## config.mk

```make
export PLATFORM = sky130hd
export DESIGN_NAME = sync_serial_with_rate_generator
export DESIGN_NICKNAME = d
export VERILOG_FILES = /design/src/rtl/sync_serial_pkg.sv /design/src/rtl/sync_serial_with_rate_generator.sv
export SDC_FILE = /design/constraint.sdc
export NUM_CORES = 1
export LEC_CHECK = 0
export BUFFER_PORTS_ARGS = -buffer_cell sky130_fd_sc_hd__buf_4
export CAP_MARGIN = 20
export CELL_PAD_IN_SITES_DETAIL_PLACEMENT = 0
export CELL_PAD_IN_SITES_GLOBAL_PLACEMENT = 2
export CORE_UTILIZATION = 36
export CTS_BUF_LIST = sky130_fd_sc_hd__clkbuf_8 sky130_fd_sc_hd__clkbuf_16
export DETAILED_ROUTE_END_ITERATION = 8
export GPL_ROUTABILITY_DRIVEN = 0
export GPL_TIMING_DRIVEN = 1
export HOLD_SLACK_MARGIN = 0.02
export PLACE_DENSITY = 0.9
export SYNTH_ARGS = -nofsm -noshare
export SYNTH_HDL_FRONTEND = slang
export SYNTH_SLANG_ARGS = --single-unit
```

## constraint.sdc

```tcl
create_clock -name clk -period 2.98 [get_ports clk]
set_input_delay 0.745 -clock clk [delete_from_list [all_inputs] [get_ports clk]]
set_output_delay 0.745 -clock clk [all_outputs]
set_load 0.01 [all_outputs]
```

## src/rtl/sync_serial_pkg.sv

```systemverilog
package sync_serial_pkg;

  // ==========================================================================
  // register map
  localparam logic [7:0] ADDR_SHIFT_DATA   = 8'h2A;
  localparam logic [7:0] ADDR_CONTROL_ONE  = 8'h2B;
  localparam logic [7:0] ADDR_CONTROL_TWO  = 8'h2C;
  localparam logic [7:0] ADDR_STAGE_ONE    = 8'h2D;
  localparam logic [7:0] ADDR_STAGE_TWO    = 8'h2E;
  localparam logic [7:0] ADDR_RATE_MODE    = 8'h2F;

  // ==========================================================================
  // reset values
  localparam logic [7:0] RST_SHIFT_DATA    = 8'h00;
  localparam logic [7:0] RST_CONTROL_ONE   = 8'h00;
  localparam logic [7:0] RST_CONTROL_TWO   = 8'h00;
  localparam logic [7:0] RST_STAGE         = 8'hFF;
  localparam logic [7:0] RST_RATE_MODE     = 8'h00;
  localparam logic [7:0] READ_UNMAPPED     = 8'h00;

  // ==========================================================================
  // serial_control_one fields
  localparam int DIV_SELECT_LSB            = 0;
  localparam int PIN_FUNCTION_SELECT       = 3;
  localparam int READY_PIN_SELECT          = 4;
  localparam int BIT_ORDER_SELECT          = 5;
  localparam int CLOCK_SOURCE_SELECT       = 6;
  localparam int TXD_DRIVE_SELECT          = 7;

  // serial_control_two fields, bits 7..3 read as zero
  localparam int SLAVE_SELECT              = 0;
  localparam int INTERNAL_CLOCK_PICK       = 1;
  localparam int RX_INPUT_SELECT           = 2;
  localparam logic [7:0] CONTROL_TWO_MASK  = 8'h07;

  // rate_generator_mode fields, bits 7..4 read as zero
  localparam int STAGE1_WRITE_MODE         = 0;
  localparam int STAGE1_HALT               = 1;
  localparam int STAGE2_WRITE_MODE         = 2;
  localparam int RATE_CLOCK_ENABLE         = 3;
  localparam logic [7:0] RATE_MODE_MASK    = 8'h0F;

  // ==========================================================================
  // counts
  localparam logic [2:0] BITS_PER_BYTE_M1  = 3'h7;
  localparam logic [7:0] STAGE_ZERO        = 8'h00;

  typedef enum logic [0:0] {
    XFER_IDLE   = 1'b0,
    XFER_ACTIVE = 1'b1
  } xfer_state_t;

endpackage : sync_serial_pkg

```

## src/rtl/sync_serial_with_rate_generator.sv

```systemverilog
// Local design decision: the plain strobed port.
`timescale 1ns/1ns

module sync_serial_with_rate_generator (
  input  wire logic       clk,
  input  wire logic       rst_n,
  input  wire logic [7:0] addr,
  input  wire logic [7:0] wdata,
  input  wire logic       wr,
  input  wire logic       rd,
  output logic      [7:0] rdata,
  input  wire logic       sclk_in,
  output logic            sclk_out,
  output logic            sclk_oe,
  input  wire logic       rx_pin,
  output logic            tx_pin_out,
  output logic            tx_pin_oe,
  input  wire logic       ready_line_in,
  output logic            ready_line_out,
  output logic            ready_line_oe,
  output logic            serial_irq,
  output logic            rate_clock_out
);

  // ==========================================================================
  // helpers
  function automatic logic out_bit(input logic [7:0] value, input logic msb_first);
    out_bit = msb_first ? value[7] : value[0];
  endfunction : out_bit

  function automatic logic [7:0] shift_in(input logic [7:0] value, input logic bit_in,
                                          input logic msb_first);
    shift_in = msb_first ? {value[6:0], bit_in} : {bit_in, value[7:1]};
  endfunction : shift_in

  // ==========================================================================
  // registers
  logic [7:0] shift_data;
  logic [7:0] control_one;
  logic [7:0] control_two;
  logic [7:0] stage_one_latch;
  logic [7:0] stage_one_count;
  logic [7:0] stage_two_latch;
  logic [7:0] stage_two_count;
  logic [7:0] rate_mode;

  logic wr_shift;
  logic wr_ctl1;
  logic wr_ctl2;
  logic wr_stage1;
  logic wr_stage2;
  logic wr_mode;

  assign wr_shift  = wr && (addr == sync_serial_pkg::ADDR_SHIFT_DATA);
  assign wr_ctl1   = wr && (addr == sync_serial_pkg::ADDR_CONTROL_ONE);
  assign wr_ctl2   = wr && (addr == sync_serial_pkg::ADDR_CONTROL_TWO);
  assign wr_stage1 = wr && (addr == sync_serial_pkg::ADDR_STAGE_ONE);
  assign wr_stage2 = wr && (addr == sync_serial_pkg::ADDR_STAGE_TWO);
  assign wr_mode   = wr && (addr == sync_serial_pkg::ADDR_RATE_MODE);

  // control fields
  logic [2:0] div_select;
  logic       pin_function_select;
  logic       ready_pin_select;
  logic       bit_order_select;
  logic       clock_source_select;
  logic       txd_drive_select;
  logic       internal_clock_pick;
  logic       rx_input_select;
  logic       slave_mode;
  logic       stage1_write_mode;
  logic       stage1_halt;
  logic       stage2_write_mode;
  logic       rate_clock_enable;

  assign div_select          = control_one[sync_serial_pkg::DIV_SELECT_LSB +: 3];
  assign pin_function_select = control_one[sync_serial_pkg::PIN_FUNCTION_SELECT];
  assign ready_pin_select    = control_one[sync_serial_pkg::READY_PIN_SELECT];
  assign bit_order_select    = control_one[sync_serial_pkg::BIT_ORDER_SELECT];
  assign clock_source_select = control_one[sync_serial_pkg::CLOCK_SOURCE_SELECT];
  assign txd_drive_select    = control_one[sync_serial_pkg::TXD_DRIVE_SELECT];
  assign internal_clock_pick = control_two[sync_serial_pkg::INTERNAL_CLOCK_PICK];
  assign rx_input_select     = control_two[sync_serial_pkg::RX_INPUT_SELECT];
  assign slave_mode          = control_two[sync_serial_pkg::SLAVE_SELECT]
                               && ready_pin_select;
  assign stage1_write_mode   = rate_mode[sync_serial_pkg::STAGE1_WRITE_MODE];
  assign stage1_halt         = rate_mode[sync_serial_pkg::STAGE1_HALT];
  assign stage2_write_mode   = rate_mode[sync_serial_pkg::STAGE2_WRITE_MODE];
  assign rate_clock_enable   = rate_mode[sync_serial_pkg::RATE_CLOCK_ENABLE];

  always_ff @(posedge clk) begin
    if (!rst_n) begin
      control_one <= sync_serial_pkg::RST_CONTROL_ONE;
      control_two <= sync_serial_pkg::RST_CONTROL_TWO;
      rate_mode   <= sync_serial_pkg::RST_RATE_MODE;
    end else begin
      if (wr_ctl1) begin
        control_one <= wdata;
      end
      if (wr_ctl2) begin
        control_two <= wdata & sync_serial_pkg::CONTROL_TWO_MASK;
      end
      if (wr_mode) begin
        rate_mode <= wdata & sync_serial_pkg::RATE_MODE_MASK;
      end
    end
  end

  // ==========================================================================
  // read port, data in the cycle after the strobe
  always_ff @(posedge clk) begin
    if (!rst_n) begin
      rdata <= sync_serial_pkg::READ_UNMAPPED;
    end else if (rd) begin
      if (addr == sync_serial_pkg::ADDR_SHIFT_DATA) begin
        rdata <= shift_data;
      end else if (addr == sync_serial_pkg::ADDR_CONTROL_ONE) begin
        rdata <= control_one;
      end else if (addr == sync_serial_pkg::ADDR_CONTROL_TWO) begin
        rdata <= control_two;
      end else if (addr == sync_serial_pkg::ADDR_STAGE_ONE) begin
        rdata <= stage_one_count;
      end else if (addr == sync_serial_pkg::ADDR_STAGE_TWO) begin
        rdata <= stage_two_count;
      end else if (addr == sync_serial_pkg::ADDR_RATE_MODE) begin
        rdata <= rate_mode;
      end else begin
        rdata <= sync_serial_pkg::READ_UNMAPPED;
      end
    end else begin
      rdata <= sync_serial_pkg::READ_UNMAPPED;
    end
  end

  // ==========================================================================
  // rate generator
  logic stage1_run;
  logic stage1_underflow;
  logic stage2_pulse;
  logic stage2_underflow;

  assign stage1_run       = rate_clock_enable && !stage1_halt;
  assign stage1_underflow = stage1_run && (stage_one_count == sync_serial_pkg::STAGE_ZERO);
  // stage two loses one system clock per stage one underflow
  assign stage2_pulse     = rate_clock_enable && (stage1_halt || !stage1_underflow);
  assign stage2_underflow = stage2_pulse && (stage_two_count == sync_serial_pkg::STAGE_ZERO);

  always_ff @(posedge clk) begin
    if (!rst_n) begin
      stage_one_latch <= sync_serial_pkg::RST_STAGE;
      stage_one_count <= sync_serial_pkg::RST_STAGE;
    end else begin
      if (wr_stage1) begin
        stage_one_latch <= wdata;
      end
      if (wr_stage1 && !stage1_write_mode) begin
        stage_one_count <= wdata;
      end else if (stage1_underflow) begin
        // a deferred write reaches the counter here through the latch
        stage_one_count <= wr_stage1 ? wdata : stage_one_latch;
      end else if (stage1_run) begin
        stage_one_count <= stage_one_count - 8'h01;
      end
    end
  end

  always_ff @(posedge clk) begin
    if (!rst_n) begin
      stage_two_latch <= sync_serial_pkg::RST_STAGE;
      stage_two_count <= sync_serial_pkg::RST_STAGE;
    end else begin
      if (wr_stage2) begin
        stage_two_latch <= wdata;
      end
      if (wr_stage2 && !stage2_write_mode) begin
        stage_two_count <= wdata;
      end else if (stage2_underflow) begin
        stage_two_count <= wr_stage2 ? wdata : stage_two_latch;
      end else if (stage2_pulse) begin
        stage_two_count <= stage_two_count - 8'h01;
      end
    end
  end

  always_ff @(posedge clk) begin
    if (!rst_n) begin
      rate_clock_out <= 1'b0;
    end else begin
      rate_clock_out <= stage2_underflow && rate_clock_enable;
    end
  end

  // ==========================================================================
  // pin synchronisers
  logic sclk_meta;
  logic sclk_sync;
  logic sclk_prev;
  logic rx_meta;
  logic rx_sync;
  logic ready_meta;
  logic ready_sync;

  always_ff @(posedge clk) begin
    if (!rst_n) begin
      sclk_meta  <= 1'b1;
      sclk_sync  <= 1'b1;
      sclk_prev  <= 1'b1;
      rx_meta    <= 1'b0;
      rx_sync    <= 1'b0;
      ready_meta <= 1'b1;
      ready_sync <= 1'b1;
    end else begin
      sclk_meta  <= sclk_in;
      sclk_sync  <= sclk_meta;
      sclk_prev  <= sclk_sync;
      rx_meta    <= rx_pin;
      rx_sync    <= rx_meta;
      ready_meta <= ready_line_in;
      ready_sync <= ready_meta;
    end
  end

  // ==========================================================================
  // internal shift clock
  logic                         src_tick;
  logic [6:0]                   div_count;
  logic [6:0]                   half_period_m1;
  logic                         div_wrap;
  logic                         int_mode;
  logic                         slave_block;
  logic                         clock_done;
  logic [2:0]                   rise_count;
  logic                         int_toggle;
  logic                         int_fall;
  logic                         int_rise;
  logic                         rise_d1;
  logic                         rise_d2;
  sync_serial_pkg::xfer_state_t state;

  assign int_mode       = clock_source_select;
  assign slave_block    = slave_mode && ready_sync;
  // with the rate generator stopped this source never ticks and a byte stalls
  assign src_tick       = internal_clock_pick ? stage2_underflow : 1'b1;
  assign half_period_m1 = 7'((8'h01 << div_select) - 8'h01);
  assign div_wrap       = src_tick && (div_count == half_period_m1);
  assign int_toggle     = int_mode && !clock_done && !slave_block && div_wrap
                          && (state == sync_serial_pkg::XFER_ACTIVE);
  assign int_fall       = int_toggle && sclk_out;
  assign int_rise       = int_toggle && !sclk_out;

  // the receive pin arrives two clocks late, so each sample trails its rising edge by two
  always_ff @(posedge clk) begin
    if (!rst_n) begin
      div_count  <= 7'h00;
      sclk_out   <= 1'b1;
      sclk_oe    <= 1'b0;
      rise_count <= 3'h0;
      clock_done <= 1'b1;
      rise_d1    <= 1'b0;
      rise_d2    <= 1'b0;
    end else begin
      div_count <= (wr_shift || div_wrap) ? 7'h00 : div_count + 7'(src_tick);
      sclk_oe   <= pin_function_select && int_mode;
      rise_d1   <= int_rise;
      rise_d2   <= rise_d1;
      if (wr_shift) begin
        sclk_out   <= 1'b1;
        rise_count <= 3'h0;
        clock_done <= 1'b0;
      end else if (slave_block) begin
        rise_count <= 3'h0;
      end else if (int_toggle) begin
        sclk_out <= !sclk_out;
        if (int_rise) begin
          rise_count <= rise_count + 3'h1;
          clock_done <= (rise_count == sync_serial_pkg::BITS_PER_BYTE_M1);
        end
      end
    end
  end

  // ==========================================================================
  // shift engine
  logic       ext_rise;
  logic       ext_fall;
  logic       sample_evt;
  logic       fall_evt;
  logic       pending;
  logic       rx_bit;
  logic [2:0] bit_count;
  logic       byte_done;
  logic [7:0] tx_source;
  logic       tx_level;
  logic       next_tx_level;
  logic       tx_drive;

  assign ext_rise   = !int_mode && !slave_block && sclk_sync && !sclk_prev;
  assign ext_fall   = !int_mode && !slave_block && !sclk_sync && sclk_prev;
  assign sample_evt = int_mode ? rise_d2 : ext_rise;
  assign fall_evt   = int_mode ? int_fall : ext_fall;
  // a rising edge still waiting for its sample has not shifted the register yet
  assign pending    = int_mode && (rise_d1 || rise_d2);
  assign tx_source  = pending ? shift_in(shift_data, 1'b0, bit_order_select) : shift_data;
  assign rx_bit     = rx_input_select && rx_sync;
  assign byte_done  = sample_evt && (bit_count == sync_serial_pkg::BITS_PER_BYTE_M1);
  // internal clock floats the pin between bytes, external clock keeps it driven
  assign tx_drive   = pin_function_select && !slave_block
                      && (!int_mode || wr_shift || (state == sync_serial_pkg::XFER_ACTIVE));

  always_ff @(posedge clk) begin
    if (!rst_n) begin
      shift_data <= sync_serial_pkg::RST_SHIFT_DATA;
      bit_count  <= 3'h0;
      state      <= sync_serial_pkg::XFER_IDLE;
      serial_irq <= 1'b0;
    end else begin
      serial_irq <= byte_done;
      if (wr_shift) begin
        shift_data <= wdata;
        bit_count  <= 3'h0;
        state      <= sync_serial_pkg::XFER_ACTIVE;
      end else begin
        if (sample_evt) begin
          shift_data <= shift_in(shift_data, rx_bit, bit_order_select);
        end
        if (slave_block) begin
          bit_count <= 3'h0;
        end else if (sample_evt) begin
          bit_count <= bit_count + 3'h1;
        end
        if (byte_done) begin
          state <= sync_serial_pkg::XFER_IDLE;
        end
      end
    end
  end

  always_comb begin
    next_tx_level = tx_level;
    if (wr_shift) begin
      next_tx_level = out_bit(wdata, bit_order_select);
    end else if (fall_evt) begin
      next_tx_level = out_bit(tx_source, bit_order_select);
    end
  end

  always_ff @(posedge clk) begin
    if (!rst_n) begin
      tx_level   <= 1'b1;
      tx_pin_out <= 1'b1;
      tx_pin_oe  <= 1'b0;
    end else begin
      tx_level   <= next_tx_level;
      // open drain never drives a one; the pin only sinks for a zero
      tx_pin_out <= next_tx_level && !txd_drive_select;
      tx_pin_oe  <= tx_drive && (!txd_drive_select || !next_tx_level);
    end
  end

  // ==========================================================================
  // ready handshake pin
  always_ff @(posedge clk) begin
    if (!rst_n) begin
      ready_line_out <= 1'b1;
      ready_line_oe  <= 1'b0;
    end else begin
      // outside slave mode the pin goes low from the load of a byte until its last bit is sampled
      ready_line_out <= (state != sync_serial_pkg::XFER_ACTIVE);
      ready_line_oe  <= ready_pin_select && !slave_mode;
    end
  end

endmodule : sync_serial_with_rate_generator

```

* Word level (Yosys, flattened, before mapping)
Index checks and enable logic that the tools add are counted.
** Storage, ports and cells
- Bits in registers :: 96
- Word-level logic and storage cells :: 154
- Input port bits :: 23
** Cells by class
- Equality and inequality tests :: 10
- Mux-type cells :: 32
- Shift operators :: 1
- Add/sub/neg operators :: 6
- Reductions and logical operators :: 70
- Bitwise operators :: 3
** Operator list (count)
- two-way mux 8 bit :: 18
- == test 8 x 6 -> 1 bit, second input constant :: 6
- logical AND 1 bit :: 36
- zero test 8 bit :: 2
- subtractor 8 x 1 -> 8 bit, second input constant :: 2
- zero test 1 bit :: 13
- two-way mux 1 bit :: 13
- nonzero test 2 bit :: 4
- adder 7 x 1 -> 7 bit :: 1
- == test 7 bit :: 1
- << shifter 1 x 3 -> 7 bit, first input constant :: 1
- subtractor 7 x 1 -> 7 bit, second input constant :: 1
- adder 3 x 1 -> 3 bit, second input constant :: 2
- == test 3 bit, second input constant :: 2
- logical OR 1 bit :: 6
- AND reduction 2 bit :: 3
- nonzero test 3 bit :: 2
- two-way mux 4 bit :: 1
- OR reduction 2 bit :: 2
- NOT 1 bit :: 3
- AND reduction 3 bit :: 1
- OR reduction 3 bit :: 1
- inequality test 2 bit, second input constant :: 1

* Logic depth before layout (Yosys ltp)
Gate-level depths: netlist of the first run.
- Word-level depth :: 18
- Mapped depth :: 12
- Gate-level depth less buffers :: 12

* Least setup slack after synthesis of the first run
Ideal clock, no wire load.
- Path kind :: reg-to-reg
- Start :: reg stage_one_count[3]
- End :: reg div_count[6]
- Setup slack :: 0.314 ns
- Buffers on the path :: 2
- Arrival :: 2.519 ns
- Stages on the path, launching flop included :: 13
- Period minus slack after synthesis :: 2.666 ns
- Cell sequence :: dfxtp_1 > buf_2 > or4_4 > buf_6 > o41ai_4 > o21a_2 > inv_1 > ha_1 > ha_1 > nand3_1 > nor2_1 > xnor2_1 > nor3_1
** Between the ends
- Longest elaborated chain between the ends :: 10
- Elaborated cells on any way between the ends :: 11
- Those cells by class :: 1 x add/sub; 1 x mux; 9 x reduce/logical
** RTL lines
- start: declaration :: RTL line sync_serial_with_rate_generator.sv:42 : logic [7:0] stage_one_count;
- start signal: assignment :: RTL line sync_serial_with_rate_generator.sv:151 : stage_one_count <= sync_serial_pkg::RST_STAGE;
- start signal: assignment :: RTL line sync_serial_with_rate_generator.sv:157 : stage_one_count <= wdata;
- start signal: assignment :: RTL line sync_serial_with_rate_generator.sv:160 : stage_one_count <= wr_stage1 ? wdata : stage_one_latch;
- zero test 8 bit * :: RTL line sync_serial_with_rate_generator.sv:143 : assign stage1_underflow = stage1_run && (stage_one_count == sync_serial_pkg::STAGE_ZERO);
- logical AND 1 bit * :: RTL line sync_serial_with_rate_generator.sv:143
- zero test 1 bit * :: RTL line sync_serial_with_rate_generator.sv:145 : assign stage2_pulse = rate_clock_enable && (stage1_halt || !stage1_underflow);
- logical OR 1 bit * :: RTL line sync_serial_with_rate_generator.sv:145
- logical AND 1 bit * :: RTL line sync_serial_with_rate_generator.sv:145
- logical AND 1 bit * :: RTL line sync_serial_with_rate_generator.sv:146 : assign stage2_underflow = stage2_pulse && (stage_two_count == sync_serial_pkg::STAGE_ZERO);
- two-way mux 1 bit * :: RTL line sync_serial_with_rate_generator.sv:243 : assign src_tick = internal_clock_pick ? stage2_underflow : 1'b1;
- parallel branches: the longest is 3 deep, another holds adder 7 x 1 -> 7 bit
- end signal: assignment :: RTL line sync_serial_with_rate_generator.sv:262 : div_count <= (wr_shift || div_wrap) ? 7'h00 : div_count + 7'(src_tick);
- end: declaration :: RTL line sync_serial_with_rate_generator.sv:226 : logic [6:0] div_count;
Every way passes the cells marked *.
A chain may end at the register's enable or synchronous reset.

* Final worst setup path of the first run
- Start :: reg stage_two_count[4]
- End :: reg tx_pin_oe
** Between the ends
- Longest elaborated chain between the ends :: 13
** RTL lines
- start: declaration :: RTL line sync_serial_with_rate_generator.sv:44 : logic [7:0] stage_two_count;
- start signal: assignment :: RTL line sync_serial_with_rate_generator.sv:170 : stage_two_count <= sync_serial_pkg::RST_STAGE;
- start signal: assignment :: RTL line sync_serial_with_rate_generator.sv:176 : stage_two_count <= wdata;
- start signal: assignment :: RTL line sync_serial_with_rate_generator.sv:178 : stage_two_count <= wr_stage2 ? wdata : stage_two_latch;
- zero test 8 bit :: RTL line sync_serial_with_rate_generator.sv:146
- logical AND 1 bit :: RTL line sync_serial_with_rate_generator.sv:146
- two-way mux 1 bit :: RTL line sync_serial_with_rate_generator.sv:243
- logical AND 1 bit :: RTL line sync_serial_with_rate_generator.sv:245 : assign div_wrap = src_tick && (div_count == half_period_m1);
- logical AND 1 bit :: RTL line sync_serial_with_rate_generator.sv:246 : assign int_toggle = int_mode && !clock_done && !slave_block && div_wrap
- logical AND 1 bit :: RTL line sync_serial_with_rate_generator.sv:247 : && (state == sync_serial_pkg::XFER_ACTIVE);
- logical AND 1 bit :: RTL line sync_serial_with_rate_generator.sv:248 : assign int_fall = int_toggle && sclk_out;
- two-way mux 1 bit :: RTL line sync_serial_with_rate_generator.sv:300 : assign fall_evt = int_mode ? int_fall : ext_fall;
- two-way mux 1 bit :: RTL line sync_serial_with_rate_generator.sv:342 : end else if (fall_evt) begin
- two-way mux 1 bit :: RTL line sync_serial_with_rate_generator.sv:340 : if (wr_shift) begin
- zero test 1 bit :: RTL line sync_serial_with_rate_generator.sv:356 : tx_pin_oe <= tx_drive && (!txd_drive_select || !next_tx_level);
- logical OR 1 bit :: RTL line sync_serial_with_rate_generator.sv:356
- logical AND 1 bit :: RTL line sync_serial_with_rate_generator.sv:356
- end signal: assignment :: RTL line sync_serial_with_rate_generator.sv:356
- end: declaration :: RTL line sync_serial_with_rate_generator.sv:17 : output logic tx_pin_oe,
No other way between the ends.

==> results of run 1 <==
[where the power goes]
part / internal (mW) / leakage, nW / switching (mW)
Sequential: 1.29 / 0.777 / 0.00907
Clock: 0.618 / 0.143 / 0.523
Combinational: 0.0515 / 1.15 / 0.0867
[routing by layer]
metal	wire length (microns)	part of all wire, %	GRT usage (%)	vias up
li1	-	-	-	2126
met1	6310	48	28.3	2059
met2	5960	45	32.3	100
met3	668	5.0	3.86	19
met4	303	2.3	7.76	0
met5	0	0	0	-
[final timing paths]
kind / start / endpoint / slack [ns]
hold / removal: ready_meta / ready_sync / 0.41
setup reg to reg: stage_two_count[4] / tx_pin_oe / 0.37
hold reg to reg: ready_meta / ready_sync / 0.41
setup / recovery: stage_two_count[4] / tx_pin_oe / 0.37
[synthesized netlist by cell type, types with 7 or more instances]
cell type,number
a221oi_1,7
clkbuf_1,34
nand3_1,27
o211ai_1,17
mux2i_1,24
nor3_1,17
nand2_1,70
a22oi_1,8
nand2b_1,15
xnor2_1,7
a31oi_1,7
a21oi_1,52
ha_1,10
inv_1,8
o21ai_0,14
nor2_1,54
dfxtp_1,96
[sequential cells by signal, indices dropped and copies added (netlist names), 3 cells and up]
signal / count
rdata: 8
control_one: 8
bit_count: 3
control_two: 3
shift_data: 8
stage_one_count: 8
div_count: 7
stage_two_latch: 8
rate_mode: 4
stage_one_latch: 8
rise_count: 3
stage_two_count: 8
[cell type report]
type	instances	area, sq um	share of cell area, %
multi-input cells	428	2670	48.1
flip-flops and latches	96	1920	34.7
repair buffers	55	413	7.45
clock buffers	11	253	4.56
well taps	172	215	3.88
clock inverters	5	38.8	0.699
inverters	9	33.8	0.609
[logic make-up after synthesis]
logic type | Yosys count | share of synthesized area [%]
XOR/XNOR | 13 | 2.39
multiplexers | 30 | 6.77
AO/OA/AOI/OAI | 141 | 19.5
AND/OR/NAND/NOR | 234 | 24.7
adder cells (fa/ha/maj) | 10 | 2.62
buffers and inverters | 45 | 3.72
flip-flops | 96 | 40.3
[critical path, cell delays in order (launching register included)]
cell	delay, ns
dfxtp_1	0.37
nor3_2	0.39
nand4b_2	0.29
o21a_2	0.32
nor4_2	0.59
mux2_4	0.36
a22o_1	0.20
[stage by stage]
step           total power [mW]  hold WS (ns)
2_1_floorplan              1.40         0.381
3_3_place_gp               1.47         0.397
3_5_place_dp               1.47         0.396
4_1_cts                    2.60         0.412
5_1_grt                    2.67         0.433
6_report                   2.58         0.415
==> run metrics, run 1 <==
gr usage total 20.7%; Fin Clk Skew around 0.006 ns; Vias/cell 5.55; Finished Core Util 43.4%; Yosys top cell area share between 40% and 50%; RSZ-0062 raised after global routing false; core area 12,800 sq um; PD cells 466 nW/um^2; worst-path fanout max 8; Synth Instances ~570; Clk Latency, worst-skew pair about 0.35 ns; Final ANT Viol Nets 0; H-tree levels 3; Post-DP HPWL 9.32 mm; most common cell after layout, fill and taps aside dfxtp_1; synthesized flop and latch total 96; I/O pin cnt 39; worst r2r path cells 6; startpoint types flop; Setup CP Type flop to flop; Pre-antenna DRT Iters 7; Mean Syn Cell Area 8.38 sq um; min-delay worst type flop to flop; Slew headroom 45.3%; mapped cell area 4770 sq um; area of placed instances between 5000 and 6000 sq um; Placed Instances 760; Initial Utilization 37.3%; layout cells sized above 1 14.6%; Layout Cells excl Fill 776; Iter 0 DRT Violations 336; post-CTS sizing 0; Synth warnings 0; Max-Cap Viols 0; via count 4,304; nets@finish 632; asr flop ratio synth 0%; WHS Path Cells 1; EDFF count, synth 0; Max Fclk between 300 and 400 MHz; dominant cells by area after synthesis dfxtp_1, nand2_1, a21oi_1; fillers 1,290; Diodes inserted 0; GRT overflow 0; Worst IR Drop VDD 0.259 mV; Clock transition at path regs about 0.070 ns; first-pass GRT wire length 21.1 mm; hold_buf cts 0; Place WS 0.367 ns; Cell variety after synth 64; CP Capture Type flop; drt wl/cell 17.1 microns; Synthesized Nets roughly 600; period utilization between 80% and 90%; area grow syn2layout 16.3%; # DRC 0; Clock Sinks 96; status finished clean; Final Hold Viols 0; Arrival @ worst endpoint 2.87 ns; pin count of the biggest net entering global routing 43; CP required 3.23 ns; final instance area 5550 sq um; post-CTS setup buffers 0; CTS root buf clkbuf_16; clk buf depth 2; row cnt 41; biggest area consumer among synthesized cells dfxtp_1; Die Height 117 microns; prevailing post-synth register cell dfxtp_1; CTS tree yes; Leak 2.07 nW; initial antenna violation count 0; die area 13,700 sq um; register area share after synthesis 40.3%; DRT Wirelength 13.2 mm; Num CTS Buffers 9; chip width approximately 120 microns; IO buf count 38; most frequent cells in the layout dfxtp_1, nand2_1, buf_4, nor2_1, a21oi_1; Least-Margin Pin Slew 0.821 ns; # setup viols final 0; Final Critical Period 2.61 ns; setup TNS 0 ns; vias in the first global route 3,989; final setup margin 0.365 ns; Slew Viols, Final 0
Power figures use the tool's default switching activity.
==> run 2, diff against run 1 <==
BUFFER_PORTS_ARGS = -buffer_cell sky130_fd_sc_hd__buf_2   (was -buffer_cell sky130_fd_sc_hd__buf_4)
SETUP_SLACK_MARGIN = 0.4   (was default)
==> run 2 against run 1 <==
Against the previous run: clock skew is 0.0034 ns higher; register-to-register slack better by 0.12 ns; via count grew 0.60%; final area down 0.63%; global-route usage shrank 0.13 points; highest routed layer unchanged; wire length shrank 0.64%; combinational power down 4%.
==> run metrics, run 2 (same netlist as run 1, synthesis figures left out) <==
Final ANT Viol Nets 0 (unchanged); die area 13,700 sq um (unchanged); min-delay worst type flop to flop; worst-path fanout max 8 (unchanged); Post-DP HPWL 9.37 mm (+0.61%); CP required 3.22 ns (about the same); DRT Wirelength 13.2 mm (-0.64%); reg2reg setup slack 0.48 ns (+0.12 ns); worst path cell trace nor3_4 -> nand4b_4 -> o21a_2 -> nor4_2 -> mux2_4 -> a22o_1; Crit Reg-Reg Startpoint stage_two_count[4]; slowest stage delay, CP 0.55 ns (-0.04 ns); core area 12,800 sq um (unchanged); initial antenna violation count 0 (unchanged); Clock transition at path regs 0.07 ns (about the same); most frequent cells in the layout dfxtp_1, nand2_1, nor2_1, a21oi_1, buf_2; CP Capture Type flop; startpoint types flop; IO buf count 38 (unchanged); pin count of the biggest net entering global routing 43 (unchanged); area grow syn2layout 15.5%; Final Hold Viols 0 (unchanged); most common cell after layout, fill and taps aside dfxtp_1; Max-Cap Viols 0 (unchanged); clk buf depth 2 (unchanged); vias in the first global route 4,009 (+0.50%); drt wl/cell 16.9 microns (-0.77%); # DRC 0 (unchanged); Leak 2.09 nW (+0.90%); Max Fclk 400 MHz (+4.7%); I/O pin cnt 39 (unchanged); Pre-antenna DRT Iters 4 (-3); layout cells sized above 1 15.7% (+1.1 points); Clk Latency, worst-skew pair 0.35 ns (about the same); status finished clean; chip width 117 microns (unchanged); Placed Instances 761 (+0.13%); Slew Viols, Final 0 (unchanged); Num CTS Buffers 9 (unchanged); worst r2r path cells 6 (unchanged); Layout Cells excl Fill 777 (+0.13%); Arrival @ worst endpoint 2.74 ns (-0.13 ns); Slowest cell on crit path nor4_2; GRT overflow 0 (unchanged); Die Height 117 microns (unchanged); H-tree levels 3 (unchanged); Slew headroom 47.9% (+2.6 points); Worst IR Drop VDD 0.244 mV (-5.9%); row cnt 41 (unchanged); Clock Sinks 96 (unchanged); Vias/cell 5.57 (+0.47%); Least-Margin Pin Slew 0.782 ns (-0.0390 ns); RR Endpoint tx_pin_oe; CTS tree yes; via count 4,330 (+0.60%); # setup viols final 0 (unchanged); CTS root buf clkbuf_16; RSZ-0062 raised after global routing true; CP Launch Point stage_two_count[4]; period utilization 83.8% (-3.9 points); Final Critical Period 2.50 ns (-0.117 ns); Iter 0 DRT Violations 272 (-19%); gr usage total 20.6% (-0.13 points); Initial Utilization 37.3% (unchanged); nets@finish 634 (+0.32%); Setup CP Type flop to flop; setup TNS 0 ns (unchanged); Diodes inserted 0 (unchanged); first-pass GRT wire length 21.0 mm (-0.45%); worst setup path end tx_pin_oe; PD cells 474 nW/um^2 (+1.7%); Fin Clk Skew 0.00953 ns (+0.00338 ns)
==> run 2: where the power goes <==
part / internal [mW] / total [mW] / switching [mW]
Combinational: 0.0454 / 0.133 / 0.0877
Sequential: 1.29 / 1.30 / 0.00929
Clock: 0.652 / 1.17 / 0.522
==> run 2: worst min-delay path by stage <==
stage | from | to | slack, ns | cells past startpoint
after floorplan | state | ready_line_out | 0.38 | 1
after global placement | sclk_meta | sclk_sync | 0.40 | 1
after detailed placement | sclk_meta | sclk_sync | 0.40 | 1
after CTS | sclk_meta | sclk_sync | 0.41 | 1
after global routing | sclk_meta | sclk_sync | 0.42 | 1
final | sclk_meta | sclk_sync | 0.41 | 1
==> run 2: metal layers <==
metal / global-route usage, % / vias to the layer above / wire length, microns
met1: 27.8 / 2091 / 6290
li1: - / 2119 / -
met4: 8.69 / 0 / 246
met3: 4.38 / 14 / 571
met5: 0 / - / 0
met2: 31.8 / 106 / 6050
==> run 2: repair_timing <==
action                     in CTS  in global routing
setup buffers                   0                  1
resized for setup               1                  8
hold buffers                    0                  0
setup endpoints to repair       3                  6
pin swaps                       0                  3
==> run 2: metrics by stage <==
| stage | power, mW | setup WS, ns | hold WS (ns) | area (sq um) | utilization, % |
|---|---|---|---|---|---|
| 2_1_floorplan | 1.40 | 0.388 | 0.381 | 4780 | - |
| 3_3_place_gp | 1.46 | 0.329 | 0.400 | 5170 | 40.5 |
| 3_5_place_dp | 1.46 | 0.286 | 0.396 | 5170 | 40.5 |
| 4_1_cts | 2.63 | 0.423 | 0.412 | 5470 | 42.9 |
| 5_1_grt | 2.70 | 0.386 | 0.425 | 5510 | 43.1 |
| 6_report | 2.61 | 0.482 | 0.409 | 5510 | 43.1 |
==> run 2: worst max-delay path: cells and delay by family, from the launching register on <==
kind | cells | cell delay [ns]
simple gates | 3 | 1.13
compound gates | 2 | 0.50
flops | 1 | 0.38
mux | 1 | 0.36
==> run 2: cell type report <==
class,instances,area (sq um)
repair buffers,57,333
clock inverters,6,67.6
fillers,1272,7260
flip-flops and latches,96,1930
well taps,172,215
inverters,9,33.8
multi-input cells,428,2710
clock buffers,9,225
==> run 3, diff against run 2 <==
ABC_AREA = 1   (was default)
CORE_UTILIZATION = 34   (was 36)
clock period = 2.4 ns   (was 2.98 ns; I/O delays follow)
==> run 3 against run 2 <==
Against the previous run: combinational power about the same; die area increased by 3.5%; via count up 2.3%; core utilization fell by 1.7 points; first-iteration DRC count grew 23%; maximum frequency up 28%; sequential share of layout area about the same.
==> run metrics, run 3 <==
Synthesized Nets 684 (+14%); min-delay worst type flop to flop; register area share after synthesis 41.2% (+0.92 points); Diodes inserted 0 (unchanged); Synth top cells by count nand2_1, dfxtp_1, inv_1; Vias/cell 5.02 (-10%); H-tree levels 3 (unchanged); Slew Viols, Final 0 (unchanged); prevailing post-synth register cell dfxtp_1; Pre-antenna DRT Iters 5 (+1); Die Height 119 microns (+1.7%); worst-path fanout max 13 (+5); startpoint types flop; asr flop ratio synth 0% (unchanged); row cnt 42 (+2.4%); core area 13,300 sq um (+4.1%); Fin Clk Skew 0.00314 ns (-0.00638 ns); initial antenna violation count 0 (unchanged); vias in the first global route 3,986 (-0.57%); IO buf count 38 (unchanged); area of placed instances 5100 sq um (-1.4%); I/O pin cnt 39 (unchanged); Least-Margin Pin Slew 0.506 ns (-0.276 ns); Clock transition at path regs 0.06 ns (about the same); pin count of the biggest net entering global routing 59 (+37%); Num CTS Buffers 9 (unchanged); nets@finish 735 (+16%); GRT busiest layer met2; drt wl/cell 14.9 microns (-12%); DRT Wirelength 13.1 mm (-0.31%); worst r2r path cells 10 (+4); Slew headroom 66.0% (+18 points); Clock Sinks 96 (unchanged); Leak 2.53 nW (+21%); status finished clean; chip width 119 microns (+1.7%); most frequent cells in the layout nand2_1, dfxtp_1, inv_1, nor2_1, a21oi_1; Finished Core Util 41.5% (-1.7 points); GRT overflow 0 (unchanged); Max Fclk 511 MHz (+28%); first-pass GRT wire length 21.0 mm (about the same); Setup CP Type flop to flop; clk buf depth 2 (unchanged); met1 Use GR 26.8% (-0.94 points); CTS tree yes; Iter 0 DRT Violations 335 (+23%); biggest area consumer among synthesized cells dfxtp_1; grt met3 use 2.54% (-1.8 points); layout cells sized above 1 16.1% (+0.42 points); # DRC 0 (unchanged); Cell variety after synth 35 (-45%); Final Hold Viols 0 (unchanged); Max-Cap Viols 0 (unchanged); area grow syn2layout 18.2%; final instance area 5510 sq um (about the same); hold_buf cts 0 (unchanged); EDFF count, synth 0 (unchanged); CP Capture Type flop; gr usage total 19.5% (-1.0 points); Synth warnings 0 (unchanged); M2 GR Usage 29.9% (-1.9 points); RSZ-0062 raised after global routing true; setup TNS 0 ns (unchanged); via count 4,430 (+2.3%); Initial Utilization 35.1% (-2.3 points); CTS root buf clkbuf_16; Final ANT Viol Nets 0 (unchanged); Worst IR Drop VDD 0.233 mV (-4.5%); Post-DP HPWL 9.47 mm (+1.0%); CP required 2.61 ns (-0.61 ns); Final Critical Period 1.96 ns (-0.540 ns); Mean Syn Cell Area 7.16 sq um (-15%); mapped cell area 4660 sq um (-2.2%); period utilization 81.6% (-2.3 points); Yosys top cell area share 41.2% (+0.92 points); Synth Instances 651 (+14%); PD cells 556 nW/um^2 (+17%); WHS Path Cells 2 (+1); Arrival @ worst endpoint 2.16 ns (-0.58 ns); dominant cells by area after synthesis dfxtp_1, nand2_1, inv_1; die area 14,200 sq um (+3.5%); fillers 1,378 (+8.3%); most common cell after layout, fill and taps aside nand2_1; Clk Latency, worst-skew pair 0.35 ns (about the same); synthesized flop and latch total 96 (unchanged); most frequent cell after synthesis nand2_1; # setup viols final 0 (unchanged)
[run 3: changes by cell type after synthesis, sizes merged, moves of 15 or more]
| cell | previous run | this run |
|---|---|---|
| nand2 | 70 | 162 |
| inv | 8 | 93 |
| mux2i | 24 | 0 |
| clkbuf | 34 | 13 |
| o21ai | 19 | 40 |
| nand2b | 15 | 0 |
[run 3: timing repair]
action / CTS / global route
gates resized for setup: 11 / 13
setup buffers: 7 / 3
pin swaps: 5 / 5
setup endpoints to repair: 7 / 12
cloned: 0 / 0
[run 3: final timing paths]
check                           from            endpoint  slack, ns
setup / recovery  stage_two_count[0]  stage_two_count[0]       0.44
hold reg to reg              rx_meta             rx_sync       0.41
setup reg to reg  stage_two_count[0]  stage_two_count[0]       0.44
hold / removal               rx_meta             rx_sync       0.41
[run 3: cells by family after synthesis]
family,count (synthesis),synth area share (%)
XOR/XNOR,12,2.25
buffers and inverters,115,9.47
flip-flops,96,41.2
AND/OR/NAND/NOR,277,25.9
adder cells (fa/ha/maj),10,2.68
AO/OA/AOI/OAI,141,18.5
[run 3: through the flow]
stage                     hold WS, ns  setup WS [ns]  instances  total power [mW]
final                           0.411          0.442        883              3.07
after floorplan                 0.385          0.439        651              1.71
after global placement          0.398          0.233        857              1.78
after detailed placement        0.398          0.124        857              1.78
after CTS                       0.414          0.401        880              3.10
after global routing            0.434          0.353        883              3.19
[run 3: power by group]
part           leakage (nW)  total [mW]  internal, mW  switching (mW)
Clock                 0.142        1.32         0.716           0.608
Sequential            0.776        1.61          1.60         0.00517
Combinational          1.62       0.134        0.0393          0.0946
Total                  2.53        3.07          2.36           0.708
[run 3: worst max-delay path, stage by stage, from the launching register on]
cell and delay [ns]:
dfxtp_1 0.31, inv_2 0.11, ha_4 0.15, nand3_2 0.09, nor2_4 0.15, nand3_4 0.11, buf_4 0.17, inv_1 0.29
nand3_1 0.18, o211ai_1 0.12, o2111ai_1 0.14
[run 3: per-layer routing]
layer | part of all wire (%) | up-vias
li1 | - | 2247
met1 | 48 | 2052
met2 | 45 | 110
met3 | 4.0 | 21
met4 | 2.8 | 0
met5 | 0 | -
[run 3: final cells by class]
cell class / count / area (sq um) / share of cell area, %
Multi-Input combinational cell: 440 / 2370 / 43.0
Sequential cell: 96 / 1930 / 35.0
Timing Repair Buffer: 61 / 375 / 6.81
Inverter: 94 / 353 / 6.40
Clock buffer: 10 / 239 / 4.33
Tap cell: 176 / 220 / 3.99
Clock inverter: 6 / 28.8 / 0.522
